--- src/crf_defines.vh ---
// register map, field positions, reset values and fixed levels of the char recognition block
`ifndef CRF_DEFINES_VH
`define CRF_DEFINES_VH
// register byte offsets (one aligned word each)
`define CRF_OFF_MODE0    8'h00
`define CRF_OFF_XON      8'h04
`define CRF_OFF_XOFF     8'h08
`define CRF_OFF_ADDR     8'h0C
`define CRF_OFF_STATUS   8'h10
`define CRF_OFF_MASK     8'h14
`define CRF_OFF_TXSTATE  8'h18
// mode_reg_zero fields
`define CRF_MODE_AUTOTX  2
`define CRF_MODE_AUTORX  3
`define CRF_MODE_STRIPWA 4
`define CRF_MODE_TRANSP  7
// status bit positions
`define CRF_ST_XON       0
`define CRF_ST_XOFF      1
`define CRF_ST_ADDR      2
// reset values
`define CRF_XON_RST      8'h11
`define CRF_XOFF_RST     8'h13
`define CRF_ADDR_RST     8'h00
`define CRF_MODE_RST     8'h00
// fill thresholds
`define CRF_FILL_HI      9'h0F0
`define CRF_FILL_LO      9'h010
// bus answers
`define CRF_RESP_OKAY    2'h0
`define CRF_RESP_SLVERR  2'h2
`endif

--- src/crf_char_recog.v ---
// character recognition and in-band flow control for one receive channel
// Functional notes
// three match characters: xon, xoff, wake address
// match sets flow and channel status bits
// reading flow status clears recognition bits
// resets load standard xon and xoff values
// xon resets to 11, xoff to 13
// mode strips matched characters or passes them
// recognition acts whether stripped or not
// errored matched characters always enter fifo
// mode field: host, autotx, autorx, both
// mode bits 3:2 reset to zero
// bit 2: xoff stops, xon restarts transmitter
// xoff halts after current character finishes
// bit 3: send xon/xoff on fill levels
// xoff above 240 filled, xon below 16
// bit 7 drops xon/xoff from fifo
// bit 7 independent of mode bits 3:2
// match needs all data bits equal
//
// Decided for this implementation: the address map and the AXI4-Lite interface to the registers.
`timescale 1ns/1ps
`include "crf_defines.vh"

module crf_char_recog #(
  parameter DW = 8,
  parameter FW = 9
) (
  // clock and reset
  input  wire          aclk,
  input  wire          aresetn,
  // axi4-lite write address and data
  input  wire [7:0]    s_axi_awaddr,
  input  wire          s_axi_awvalid,
  output reg           s_axi_awready,
  input  wire [31:0]   s_axi_wdata,
  input  wire [3:0]    s_axi_wstrb,
  input  wire          s_axi_wvalid,
  output reg           s_axi_wready,
  // axi4-lite write response
  output reg  [1:0]    s_axi_bresp,
  output reg           s_axi_bvalid,
  input  wire          s_axi_bready,
  // axi4-lite read
  input  wire [7:0]    s_axi_araddr,
  input  wire          s_axi_arvalid,
  output reg           s_axi_arready,
  output reg  [31:0]   s_axi_rdata,
  output reg  [1:0]    s_axi_rresp,
  output reg           s_axi_rvalid,
  input  wire          s_axi_rready,
  // received characters heading for the receive_fifo
  input  wire [DW-1:0] rx_char,
  input  wire          rx_err,
  input  wire          rx_valid,
  input  wire          rx_fifo_room,
  input  wire [FW-1:0] rx_fill,
  // to the receive_fifo
  output reg  [DW-1:0] fifo_char,
  output reg           fifo_err,
  output reg           fifo_wr,
  // transmitter side
  input  wire          tx_char_busy,
  output reg           tx_enable,
  output reg           tx_fc_req,
  output reg  [DW-1:0] tx_fc_char,
  input  wire          tx_fc_ack,
  // events to the channel_irq_status_reg and interrupt line
  output reg           chan_irq_event,
  output reg           irq
);

  // mode_reg_zero and character registers
  reg [7:0]    mode_reg_zero;
  reg [DW-1:0] xon_char;
  reg [DW-1:0] xoff_char;
  reg [DW-1:0] addr_char;
  // flow_char_status_reg sticky bits and mask
  reg [2:0]    flow_char_status_reg;
  reg [2:0]    irq_mask;
  // flow control state
  reg          halt_pend;
  reg          tx_halted;
  reg          xoff_sent;

  // axi bookkeeping
  reg          aw_held;
  reg          w_held;
  reg [7:0]    aw_addr;
  reg [31:0]   w_data;
  reg [3:0]    w_strb;

  // whole-character compare used three times
  function match;
    input [DW-1:0] a;
    input [DW-1:0] b;
    begin
      match = (a == b);
    end
  endfunction

  // byte-lane merge for the narrow registers
  function [7:0] lane0;
    input [7:0]  old;
    input [31:0] d;
    input [3:0]  s;
    begin
      lane0 = s[0] ? d[7:0] : old;
    end
  endfunction

  // registers a write may change; status and tx state are read-only
  function writable;
    input [7:0] a;
    begin
      writable = (a == `CRF_OFF_MODE0) | (a == `CRF_OFF_XON)
               | (a == `CRF_OFF_XOFF) | (a == `CRF_OFF_ADDR)
               | (a == `CRF_OFF_MASK);
    end
  endfunction

  wire hit_xon  = match(rx_char, xon_char);
  wire hit_xoff = match(rx_char, xoff_char);
  wire hit_addr = match(rx_char, addr_char);
  // an overrun character is neither recognised nor loaded; gating the
  // hits here keeps every consumer of a match consistent with the fifo
  wire take     = rx_valid & rx_fifo_room;
  wire [2:0] hits = {hit_addr, hit_xoff, hit_xon} & {3{take}};
  wire fc_hit   = hits[`CRF_ST_XON] | hits[`CRF_ST_XOFF];

  // strip decision; errored characters always go through
  wire strip = ~rx_err & ((fc_hit & mode_reg_zero[`CRF_MODE_TRANSP])
             | (hits[`CRF_ST_ADDR] & mode_reg_zero[`CRF_MODE_STRIPWA]));

  wire auto_tx = mode_reg_zero[`CRF_MODE_AUTOTX];
  wire auto_rx = mode_reg_zero[`CRF_MODE_AUTORX];

  // bus handshakes
  wire do_write = aw_held & w_held & ~s_axi_bvalid;
  wire do_read  = s_axi_arvalid & s_axi_arready;
  wire st_read  = do_read & (s_axi_araddr == `CRF_OFF_STATUS);

  // write channel capture: address and data accepted in either order
  always @(posedge aclk) begin
    if (!aresetn) begin
      aw_held       <= 1'b0;
      w_held        <= 1'b0;
      aw_addr       <= 8'h00;
      w_data        <= 32'h0000_0000;
      w_strb        <= 4'h0;
      s_axi_awready <= 1'b0;
      s_axi_wready  <= 1'b0;
      s_axi_bvalid  <= 1'b0;
      s_axi_bresp   <= `CRF_RESP_OKAY;
    end else begin
      s_axi_awready <= ~aw_held & ~s_axi_awready & ~s_axi_bvalid;
      s_axi_wready  <= ~w_held & ~s_axi_wready & ~s_axi_bvalid;
      if (s_axi_awvalid && s_axi_awready) begin
        aw_held <= 1'b1;
        aw_addr <= s_axi_awaddr;
      end
      if (s_axi_wvalid && s_axi_wready) begin
        w_held <= 1'b1;
        w_data <= s_axi_wdata;
        w_strb <= s_axi_wstrb;
      end
      if (do_write) begin
        aw_held      <= 1'b0;
        w_held       <= 1'b0;
        s_axi_bvalid <= 1'b1;
        s_axi_bresp  <= writable(aw_addr) ? `CRF_RESP_OKAY : `CRF_RESP_SLVERR;
      end else if (s_axi_bready) begin
        s_axi_bvalid <= 1'b0;
      end
    end
  end

  // writable registers; resets restore standard flow characters
  always @(posedge aclk) begin
    if (!aresetn) begin
      mode_reg_zero <= `CRF_MODE_RST;
      xon_char      <= `CRF_XON_RST;
      xoff_char     <= `CRF_XOFF_RST;
      addr_char     <= `CRF_ADDR_RST;
      irq_mask      <= 3'h0;
    end else if (do_write) begin
      case (aw_addr)
        `CRF_OFF_MODE0: mode_reg_zero <= lane0(mode_reg_zero, w_data, w_strb);
        `CRF_OFF_XON:   xon_char      <= lane0(xon_char, w_data, w_strb);
        `CRF_OFF_XOFF:  xoff_char     <= lane0(xoff_char, w_data, w_strb);
        `CRF_OFF_ADDR:  addr_char     <= lane0(addr_char, w_data, w_strb);
        `CRF_OFF_MASK:  irq_mask      <= w_strb[0] ? w_data[2:0] : irq_mask;
        default:        irq_mask      <= irq_mask;
      endcase
    end
  end

  // read channel: one read at a time, answer one cycle after accept
  always @(posedge aclk) begin
    if (!aresetn) begin
      s_axi_arready <= 1'b0;
      s_axi_rvalid  <= 1'b0;
      s_axi_rdata   <= 32'h0000_0000;
      s_axi_rresp   <= `CRF_RESP_OKAY;
    end else begin
      s_axi_arready <= ~s_axi_arready & ~s_axi_rvalid;
      if (do_read) begin
        s_axi_rvalid <= 1'b1;
        s_axi_rresp  <= `CRF_RESP_OKAY;
        case (s_axi_araddr)
          `CRF_OFF_MODE0:   s_axi_rdata <= {24'h000000, mode_reg_zero};
          `CRF_OFF_XON:     s_axi_rdata <= {24'h000000, xon_char};
          `CRF_OFF_XOFF:    s_axi_rdata <= {24'h000000, xoff_char};
          `CRF_OFF_ADDR:    s_axi_rdata <= {24'h000000, addr_char};
          `CRF_OFF_STATUS:  s_axi_rdata <= {29'h00000000, flow_char_status_reg};
          `CRF_OFF_MASK:    s_axi_rdata <= {29'h00000000, irq_mask};
          `CRF_OFF_TXSTATE: s_axi_rdata <= {29'h00000000, xoff_sent, halt_pend, tx_halted};
          default: begin
            s_axi_rdata <= 32'h0000_0000;
            s_axi_rresp <= `CRF_RESP_SLVERR;
          end
        endcase
      end else if (s_axi_rready) begin
        s_axi_rvalid <= 1'b0;
      end
    end
  end

  // next status: a match in the cycle of a clearing read is not lost
  reg [2:0]    next_status;
  always @* begin
    next_status = flow_char_status_reg;
    if (st_read) begin
      next_status = 3'h0;
    end
    next_status = next_status | hits;
  end

  // sticky status: set wins over clear-on-read
  always @(posedge aclk) begin
    if (!aresetn) begin
      flow_char_status_reg <= 3'h0;
      chan_irq_event       <= 1'b0;
      irq                  <= 1'b0;
    end else begin
      flow_char_status_reg <= next_status;
      chan_irq_event       <= |hits;
      irq                  <= |(flow_char_status_reg & irq_mask);
    end
  end

  // receive path toward the fifo, one cycle of latency
  always @(posedge aclk) begin
    if (!aresetn) begin
      fifo_char <= {DW{1'b0}};
      fifo_err  <= 1'b0;
      fifo_wr   <= 1'b0;
    end else begin
      fifo_char <= rx_char;
      fifo_err  <= rx_err;
      fifo_wr   <= take & ~strip;
    end
  end

  // next halt state: xon wins over xoff, leaving the mode releases all
  reg          next_halt_pend;
  reg          next_tx_halted;
  always @* begin
    next_halt_pend = halt_pend;
    next_tx_halted = tx_halted;
    if (!auto_tx) begin
      next_halt_pend = 1'b0;
      next_tx_halted = 1'b0;
    end else if (hits[`CRF_ST_XON]) begin
      next_halt_pend = 1'b0;
      next_tx_halted = 1'b0;
    end else if (hits[`CRF_ST_XOFF]) begin
      next_halt_pend = 1'b1;
    end else if (halt_pend && !tx_char_busy) begin
      next_halt_pend = 1'b0;
      next_tx_halted = 1'b1;
    end
  end

  // transmitter gating: enable drops at the very edge the halt is taken,
  // so the transmitter gets no chance to start another character first
  always @(posedge aclk) begin
    if (!aresetn) begin
      halt_pend <= 1'b0;
      tx_halted <= 1'b0;
      tx_enable <= 1'b1;
    end else begin
      halt_pend <= next_halt_pend;
      tx_halted <= next_tx_halted;
      tx_enable <= ~next_tx_halted;
    end
  end

  // auto-receiver decisions, kept apart from the register updates
  reg          next_fc_req;
  reg [DW-1:0] next_fc_char;
  reg          next_xoff_sent;
  wire         req_is_xoff = (tx_fc_char == xoff_char);
  wire         fill_high   = (rx_fill > `CRF_FILL_HI);
  wire         fill_low    = (rx_fill < `CRF_FILL_LO);
  always @* begin
    next_fc_req    = tx_fc_req;
    next_fc_char   = tx_fc_char;
    next_xoff_sent = xoff_sent;
    if (!auto_rx) begin
      // leaving the mode forgets any outstanding xoff, no xon is sent
      next_fc_req    = 1'b0;
      next_xoff_sent = 1'b0;
    end else if (tx_fc_req) begin
      if (tx_fc_ack) begin
        next_fc_req    = 1'b0;
        next_xoff_sent = req_is_xoff;
      end else if (req_is_xoff ? !fill_high : !fill_low) begin
        // level negated before the character went out: withdraw it
        next_fc_req = 1'b0;
      end
    end else if (!xoff_sent && fill_high) begin
      next_fc_req  = 1'b1;
      next_fc_char = xoff_char;
    end else if (xoff_sent && fill_low) begin
      next_fc_req  = 1'b1;
      next_fc_char = xon_char;
    end
  end

  // flow character request registers
  always @(posedge aclk) begin
    if (!aresetn) begin
      tx_fc_req  <= 1'b0;
      tx_fc_char <= {DW{1'b0}};
      xoff_sent  <= 1'b0;
    end else begin
      tx_fc_req  <= next_fc_req;
      tx_fc_char <= next_fc_char;
      xoff_sent  <= next_xoff_sent;
    end
  end

endmodule

--- config.mk ---
export PLATFORM = sky130hd
export DESIGN_NAME = crf_char_recog
export DESIGN_NICKNAME = d
export VERILOG_FILES = /design/src/crf_char_recog.v
export VERILOG_INCLUDE_DIRS = /design/src /design/src/src
export SDC_FILE = /design/constraint.sdc
export NUM_CORES = 1
export LEC_CHECK = 0
export BUFFER_PORTS_ARGS = -buffer_cell sky130_fd_sc_hd__buf_2
export CORE_MARGIN = 2
export CORE_UTILIZATION = 46
export CTS_CLUSTER_SIZE = 40
export DETAILED_ROUTE_END_ITERATION = 10
export PLACE_DENSITY = 0.77
export SKIP_CTS_REPAIR_TIMING = 1
export SLEW_MARGIN = 20
export SYNTH_ARGS = -nofsm -noshare
export SYNTH_HDL_FRONTEND = slang
export SYNTH_SLANG_ARGS = --single-unit
--- constraint.sdc ---
create_clock -name aclk -period 1.85 [get_ports aclk]
set_input_delay 0.185 -clock aclk [delete_from_list [all_inputs] [get_ports aclk]]
set_output_delay 0.185 -clock aclk [all_outputs]
set_load 0.1 [all_outputs]
==> results of run 1 <==
-- metrics by stage --
stage	instances	setup slack (ns)	total power, µW
2_1_floorplan	512	0.0561	2810
3_3_place_gp	689	-0.0555	2900
3_5_place_dp	689	-0.110	2910
4_1_cts	704	-0.133	4250
5_1_grt	704	-0.0582	4370
6_report	704	0.0305	4230
-- cell usage in the layout, fill, tap and decap left out, drive strengths merged, types with 2 or more instances in the layout --
| cell | instances |
|---|---|
| clkbuf | 11 |
| o21ai | 6 |
| mux4 | 8 |
| inv | 11 |
| and2 | 10 |
| buf | 115 |
| mux2i | 24 |
| or4 | 7 |
| a22oi | 5 |
| xnor2 | 29 |
| conb | 26 |
| o221ai | 8 |
| nand4 | 5 |
| nand2 | 72 |
| nor4 | 4 |
| nor3 | 7 |
| a31oi | 2 |
| nand4b | 2 |
| nor2 | 31 |
| nand2b | 7 |
| nand3 | 32 |
| xor2 | 3 |
| nor2b | 4 |
| dfxtp | 97 |
| a21oi | 51 |
| or2 | 2 |
| nand3b | 2 |
-- power by group through the flow --
| stage | Clock, µW | Sequential (µW) | Combinational (µW) |
|---|---|---|---|
| after global routing | 1460 | 2180 | 726 |
| after global placement | 0 | 2220 | 679 |
| final | 1370 | 2170 | 689 |
| after CTS | 1390 | 2170 | 686 |
| after detailed placement | 0 | 2220 | 685 |
| after floorplan | 0 | 2360 | 445 |
-- area by class of cell --
class	count	area, µm²
repair buffers	115	658
multi-input cells	356	2210
inverters	10	37.5
flip-flops and latches	97	1950
fillers	836	4010
clock inverters	4	51.3
clock buffers	11	141
well taps	111	139
-- cell families after synthesis --
family | Yosys count
flip-flops | 97
buffers and inverters | 59
XOR/XNOR | 32
AND/OR/NAND/NOR | 188
AO/OA/AOI/OAI | 78
other | 1
multiplexers | 32
-- per-layer routing --
layer	part of all wire, %	wire length, µm
met1	41	4480
met2	48	5170
met3	8.2	892
met4	3.0	321
met5	0	0
-- worst paths after layout --
path | startpoint | end | slack (ns) | cells after the start
setup / recovery | aw_addr[5] | mode_reg_zero[7] | 0.03 | 6
hold / removal | s_axi_wdata[6] | w_data[6] | 0.06 | 3
setup reg to reg | aw_addr[5] | mode_reg_zero[7] | 0.03 | 6
hold reg to reg | s_axi_arready | s_axi_arready | 0.44 | 1
-- critical path, stage by stage (launching register included) --
cell and delay (ns):
dfxtp_1 0.32, or4_4 0.55, nor4_4 0.24, buf_4 0.22
nand2_8 0.10, mux2i_2 0.22, nor2_1 0.05
==> out/results.ini, run 1 <==
[yosys]
yosysMostFrequentCell=dfxtp_1
synthArstFlopShare_pct=0
synth_common_cells=dfxtp_1, nand2_1, a21oi_1
synthTopCellsByArea=dfxtp_1, nand2_1, a21oi_1
netlist_area_um2=4350
synth-seq-area-share_pct=44.6
syn_area_per_cell_um2=8.94
synth_simple_gate_area_share_pct=21.2
synth_top_cell_by_area=dfxtp_1
synth_compound_area_share_pct=10.4
ys_ff_latch=97
synthCells=487
synth_mux_area_share_pct=9.66
synth-edff-count=0
synth_top_area_share_pct=44.6
synth_ff_type=dfxtp_1
yosysWarnings=0
synth_adder_area_share_pct=0
yosysUniqueCellTypes=43
synth_top_family_by_area=simple AND/OR/NAND/NOR gates
synthXorXnorAreaFrac_pct=6.44

[global_route]
gr-usage-met1_pct=27.6
grt_use_met3_pct=3.11
gr-max-usage-layer=met2
grt_overflow_total=0
grt_max_degree=63
grt.total_usage_pct=20.9
grt_use_met2_pct=33.8
grt_pass1_wl_um=16700
antenna_found_initial=0
grt_pass1_vias=3418

[pwr]
p_leak_uw=0.00213
swShare_pct=30.8
intPower_uw=2930
p_per_area_nw_per_um2=817
ir_drop_mv=0.299
clkPwrFrac_pct=32.4
p_sw_uw=1300
combinationalPowerShare_pct=16.3
pwr-share-seq_pct=51.4

[critical_path]
critPathLaunchType=flop
cp.arrival_ns=2.07
cp-end-kind=flop
worstPathRequired_ns=2.10
crit_path_max_fanout=8
critical_path_class=reg2reg

[cts]
clk_pin_slew_ns=0.09
cts.sinks=97
htreeDepth=3
insertion_delay_ns=0.36
cts_tree=done
cts_max_path_buffers=2
cts_made_buffers=9
cts-root-buf=clkbuf_8

[floorplanning]
initial_core_util_pct=47.3
die_x_um=101
die_area_um2=10300
die_y_um=101
pin_count=144
rows=35
core_um2=9200

[final_layout]
finalInstanceArea_um2=5180
fin_util_pct=56.4
nNetsFinal=670
syn2layout_area_growth_pct=19.1
num_antenna_cells=0
final_layout_size_suffix_gt1_share_pct=25.6

[placement]
io_buffers=90
dp_hpwl_um=8030
place_congestion=0.948
place_area_um2=4950

[sta]
skew_ns=0.0110
setup_viol=0
fin_crit_sh_pct=98.4
rsz0062_at_grt=true
tightest_slew_ns=0.524
hold_violations=0
drv_slew=0
maxSlewHeadroom_pct=65.1
final.setup.tns_ns=0
finalWorstPathRequiredPeriod_ns=1.82
max_freq_ghz=0.550
whs_ns=0.0608

[drt]
viasPerCell=5.47
num_vias=3853
drc=0
final_antenna_net_count=0
wl_per_cell_um=15.4
drt_iter0_markers=229
first_pass_iters=5
wl_um=10900

[flow_run]
drv_cap=0

[run_status]
status=finished clean

[hold_path]
min_path_type=in2reg

Note: power is estimated with default switching activity, not from simulation.
==> run 2: changes to the inputs <==
Settings changed: MAX_ROUTING_LAYER from default to met4.
==> run 2 against run 1 <==
Effect of this change:
- die area unchanged
- critical path depth stayed put
- power increased by 3.4%
- clock power is 10% higher
- sequential power hardly changed
- final area up 0.53%
- first-iteration DRC count down 20%
- fmax fell by 0.18%
- critical path type unchanged
- critical endpoint is now addr_char[5]
- largest cell class unchanged
==> out/results.ini, run 2 (same netlist as run 1, synthesis figures left out) <==
[pwr]
p_per_area_nw_per_um2=840  ; +2.9%
pwr-share-seq_pct=49.7  ; -1.7 points
total_power_uw=4380  ; +3.4%
ir_drop_mv=0.600  ; +100%
intPower_uw=3030  ; +3.5%
p_sw_uw=1340  ; +3.1%
combinationalPowerShare_pct=15.8  ; -0.5 points
p_leak_uw=0.00215  ; +1.1%
swShare_pct=30.7  ; -0.10 points
clkPwrFrac_pct=34.5  ; +2.1 points

[final_layout]
layout_common_cells=dfxtp_1, buf_2, nand2_1, a21oi_1
final_layout_size_suffix_gt1_share_pct=25.6  ; -0.043 points
fin_util_pct=56.7  ; +0.30 points
nNetsFinal=671  ; +0.15%
regArea_um2=1950  ; unchanged
finalInstanceArea_um2=5210  ; +0.53%
fillers=827  ; -1.1%
num_antenna_cells=0  ; unchanged
syn2layout_area_growth_pct=19.7
multi_input_area_um2=2210  ; about the same
final_common_cell=dfxtp_1

[drt]
num_vias=3811  ; -1.1%
viasPerCell=5.41  ; -1.2%
wl_um=10800  ; -0.52%
final_antenna_net_count=0  ; unchanged
first_pass_iters=4  ; -1
drt_iter0_markers=183  ; -20%
wl_per_cell_um=15.3  ; -0.66%
drc=0  ; unchanged

[cts]
cts-root-buf=clkbuf_8
htreeDepth=3  ; unchanged
insertion_delay_ns=0.37  ; about the same
cts_max_path_buffers=2  ; unchanged
cts.sinks=97  ; unchanged
clk_pin_slew_ns=0.10  ; about the same
cts_made_buffers=9  ; unchanged
cts_tree=done

[sta]
finalWorstPathRequiredPeriod_ns=1.82  ; +0.00323 ns
drv_slew=0  ; unchanged
final.setup.tns_ns=0  ; unchanged
skew_ns=0.0175  ; +0.00653 ns
finalWorstSetupSlack_ns=0.0272  ; -0.00323 ns
hold_violations=0  ; unchanged
setup_viol=0  ; unchanged
fin_crit_sh_pct=98.5  ; +0.17 points
rsz0062_at_grt=true
max_freq_ghz=0.549  ; -0.18%

[global_route]
grt_overflow_total=0  ; unchanged
grt_max_degree=63  ; unchanged
grt.total_usage_pct=21.6  ; +0.71 points
antenna_found_initial=0  ; unchanged
grt_pass1_wl_um=16800  ; +0.41%
grt_pass1_vias=3418  ; unchanged

[critical_path]
worstPathRequired_ns=2.09  ; about the same
r2r_start=aw_addr[5]
crit_chain=or4_4 > nor4_4 > buf_4 > nand3_4 > nand2_1 > a21oi_1
r2r_end=addr_char[5]
slowest_stage=or4_4
slowest_delay_ns=0.56  ; about the same
cp.arrival_ns=2.07  ; about the same
critical_path_class=reg2reg
startpoint=aw_addr[5]
cp-end-kind=flop
critPathLaunchType=flop
crit_path_max_fanout=8  ; unchanged
r2r_slack_ns=0.03  ; about the same
crit_end=addr_char[5]
reg2regPathDepth=6  ; unchanged

[flow_run]
drv_cap=0  ; unchanged

[placement]
dp_hpwl_um=8060  ; +0.32%
place_congestion=0.988  ; +4.2%
io_buffers=90  ; unchanged
post-place-ws_ns=-0.125  ; -0.0153 ns
place_area_um2=4960  ; +0.15%

[floorplanning]
die_area_um2=10300  ; unchanged
initial_core_util_pct=47.3  ; unchanged
core_um2=9200  ; unchanged
die_y_um=101  ; unchanged
die_x_um=101  ; unchanged
pin_count=144  ; unchanged
rows=35  ; unchanged

[hold_path]
min_path_type=in2reg

[run_status]
status=finished clean

==> run 2: layer usage <==
| layer | track usage (%) | routed length, µm | up-vias |
|---|---|---|---|
| met5 | - | 0 | - |
| met4 | 8.63 | 300 | 0 |
| met3 | 4.28 | 835 | 26 |
| met2 | 32.8 | 5020 | 168 |
| met1 | 28.3 | 4650 | 1783 |
| li1 | - | - | 1834 |
==> run 2: metrics by stage <==
step	cells	hold slack (ns)
floorplan	512	0.307
global placement	690	0.420
detailed placement	690	0.426
CTS	705	0.0436
global route	705	0.0498
finish	705	0.0499
==> run 2: worst min-delay path by stage <==
stage	cells after the start	to	slack, ns	start
4_1_cts	2	fifo_err	0.04	rx_err
2_1_floorplan	1	fifo_char[0]	0.31	rx_char[0]
6_report	3	w_data[2]	0.05	s_axi_wdata[2]
3_5_place_dp	2	fifo_err	0.43	rx_err
5_1_grt	2	fifo_err	0.05	rx_err
3_3_place_gp	1	s_axi_arready	0.42	s_axi_arready
==> run 2: power groups by stage <==
stage | Sequential [µW] | Clock (µW) | Combinational, µW
floorplan | 2360 | 0 | 445
global placement | 2220 | 0 | 680
detailed placement | 2220 | 0 | 687
CTS | 2170 | 1520 | 688
global route | 2180 | 1610 | 726
finish | 2170 | 1510 | 692
==> run 2: area by class of cell <==
cell class                 instances  area share (%)
inverter                          10           0.720
tap                              111            2.67
clock buffer                       9            2.38
timing repair buffer             116            12.8
sequential                        97            37.3
clock inverter                     6            1.73
multi-input combinational        356            42.4
==> run 2: critical path: cells and delay by family, from the launching register on <==
| family | cells | cell delay [ns] |
|---|---|---|
| buf+inv | 1 | 0.22 |
| compound gates | 1 | 0.08 |
| simple gates | 4 | 1.05 |
| flops | 1 | 0.33 |
==> run 3: changes to the inputs <==
Settings changed: CORE_ASPECT_RATIO from default to 1.25.
==> run 3 against run 2 <==
Effect of this change:
- sequential cell count unchanged
- first-iteration DRC count rose by 11%
- clock power rose by 23%
- final cell count is 1.6% higher
- register-to-register slack better by 0.03 ns
- core utilization is 0.97 points higher
- fmax is 1.7% higher
- die area about the same
- clock-buffer cell count increased by 3
- critical endpoint is now irq_mask[2]
- largest cell class unchanged
==> out/results.ini, run 3 (same netlist as run 1, synthesis figures left out) <==
[run_status]
status=finished clean

[cts]
cts-root-buf=clkbuf_16
insertion_delay_ns=0.34  ; -0.03 ns
htreeDepth=3  ; unchanged
cts.sinks=97  ; unchanged
clk_pin_slew_ns=0.06  ; -0.04 ns
cts_tree=done
cts_max_path_buffers=2  ; unchanged
cts_made_buffers=9  ; unchanged

[final_layout]
stdcell_count=716  ; +1.6%
num_antenna_cells=0  ; unchanged
finalInstanceArea_um2=5290  ; +1.5%
multi_input_area_um2=2190  ; -0.79%
layout_common_cells=dfxtp_1, buf_2, nand2_1, a21oi_1
regArea_um2=1950  ; unchanged
nNetsFinal=670  ; -0.15%
syn2layout_area_growth_pct=21.4
fillers=873  ; +5.6%
final_common_cell=dfxtp_1
final_layout_size_suffix_gt1_share_pct=25.3  ; -0.29 points

[sta]
finalWorstSetupSlack_ns=0.0586  ; +0.0313 ns
max_freq_ghz=0.558  ; +1.7%
setup_viol=0  ; unchanged
skew_ns=0.00522  ; -0.0123 ns
fin_crit_sh_pct=96.8  ; -1.7 points
hold_violations=0  ; unchanged
finalWorstPathRequiredPeriod_ns=1.79  ; -0.0313 ns
drv_slew=0  ; unchanged

[critical_path]
worstPathRequired_ns=2.08  ; about the same
cp-end-kind=flop
crit_path_max_fanout=3  ; -5
cp.arrival_ns=2.02  ; -0.05 ns
r2r_start=aw_addr[0]
reg2regPathDepth=6  ; unchanged
critical_path_class=reg2reg
r2r_end=irq_mask[2]
r2r_slack_ns=0.06  ; +0.03 ns
critPathLaunchType=flop

[flow_run]
drv_cap=0  ; unchanged

[global_route]
grt_overflow_total=0  ; unchanged
grt_pass1_vias=3571  ; +4.5%
grt_pass1_wl_um=17500  ; +4.3%
grt.total_usage_pct=22.1  ; +0.55 points
grt_max_degree=40  ; -37%
antenna_found_initial=0  ; unchanged

[hold_path]
whs_path_depth=2  ; -1
hold_start=rx_err
worstHoldEndpoint=fifo_err
min_path_type=in2reg

[drt]
wl_per_cell_um=15.0  ; -2.1%
drc=0  ; unchanged
wl_um=10700  ; -0.56%
num_vias=3742  ; -1.8%
final_antenna_net_count=0  ; unchanged
first_pass_iters=4  ; unchanged
viasPerCell=5.23  ; -3.3%
drt_iter0_markers=204  ; +11%

[pwr]
p_per_area_nw_per_um2=894  ; +6.4%
ir_drop_mv=0.538  ; -10%
p_leak_uw=0.00219  ; +1.7%

[placement]
place_inst=701  ; +1.6%
post-place-ws_ns=-0.0725  ; +0.0525 ns
place_area_um2=4960  ; +0.15%
dp_hpwl_um=8360  ; +3.8%
place_congestion=0.942  ; -4.6%
io_buffers=90  ; unchanged

[floorplanning]
die_area_um2=10300  ; about the same
die_x_um=91.0  ; -10%
core_um2=9170  ; -0.24%
initial_core_util_pct=47.4  ; +0.12 points
pin_count=144  ; unchanged
rows=39  ; +11%
die_y_um=113  ; +11%

[run 3: changes by cell type in the layout (fill, tap and decap cells not counted), sizes merged]
cell,change
clkbuf,+3
buf,-1
clkinvlp,-1
clkinv,+1
inv,-2
bufinv,-1
[run 3: area by class of cell]
cell class                 count  area share [%]
inverter                      10           0.710
clock buffer                  12            4.85
timing repair buffer         115            12.5
multi-input combinational    356            41.4
sequential                    97            36.8
clock inverter                 3           0.757
tap                          123            2.91
[run 3: where the power goes]
group          internal [µW]  switching, µW  leakage, µW
clock network           1110            744     0.000148
registers               2130           33.8     0.000788
logic                    149            558      0.00125
[run 3: worst max-delay path by stage]
stage	startpoint	endpoint	slack [ns]
6_report	aw_addr[0]	irq_mask[2]	0.06
3_5_place_dp	aw_addr[5]	mode_reg_zero[4]	-0.07
5_1_grt	aw_addr[0]	irq_mask[1]	-0.001
4_1_cts	aw_addr[5]	mode_reg_zero[0]	-0.09
3_3_place_gp	aw_addr[5]	mode_reg_zero[7]	-0.01
2_1_floorplan	aw_addr[5]	addr_char[3]	0.06
[run 3: through the flow]
step                setup TNS [ns]  power (µW)  utilization, %  hold slack, ns
floorplan                        0        2810               -           0.307
global placement           -0.0909        2900            54.1           0.416
detailed placement          -0.444        2910            54.1           0.423
CTS                         -0.548        4740            57.3          0.0746
global route              -0.00138        4880            57.6          0.0810
finish                           0        4730            57.6          0.0749
[run 3: worst max-delay path, stage by stage (launching register included)]
cell,delay (ns)
dfxtp_1,0.31
or4_4,0.57
buf_6,0.15
nor4_4,0.24
buf_4,0.17
mux2i_1,0.18
nor2_1,0.05
[run 3: layer usage]
| metal | global-route usage, % | up-vias | share of wire, % | wire (µm) |
|---|---|---|---|---|
| met4 | 11.0 | 0 | 3.4 | 366 |
| met3 | 2.53 | 31 | 5.8 | 618 |
| met1 | 26.5 | 1733 | 41 | 4380 |
| li1 | - | 1832 | - | - |
| met2 | 37.0 | 146 | 50 | 5370 |
| met5 | - | - | 0 | 0 |
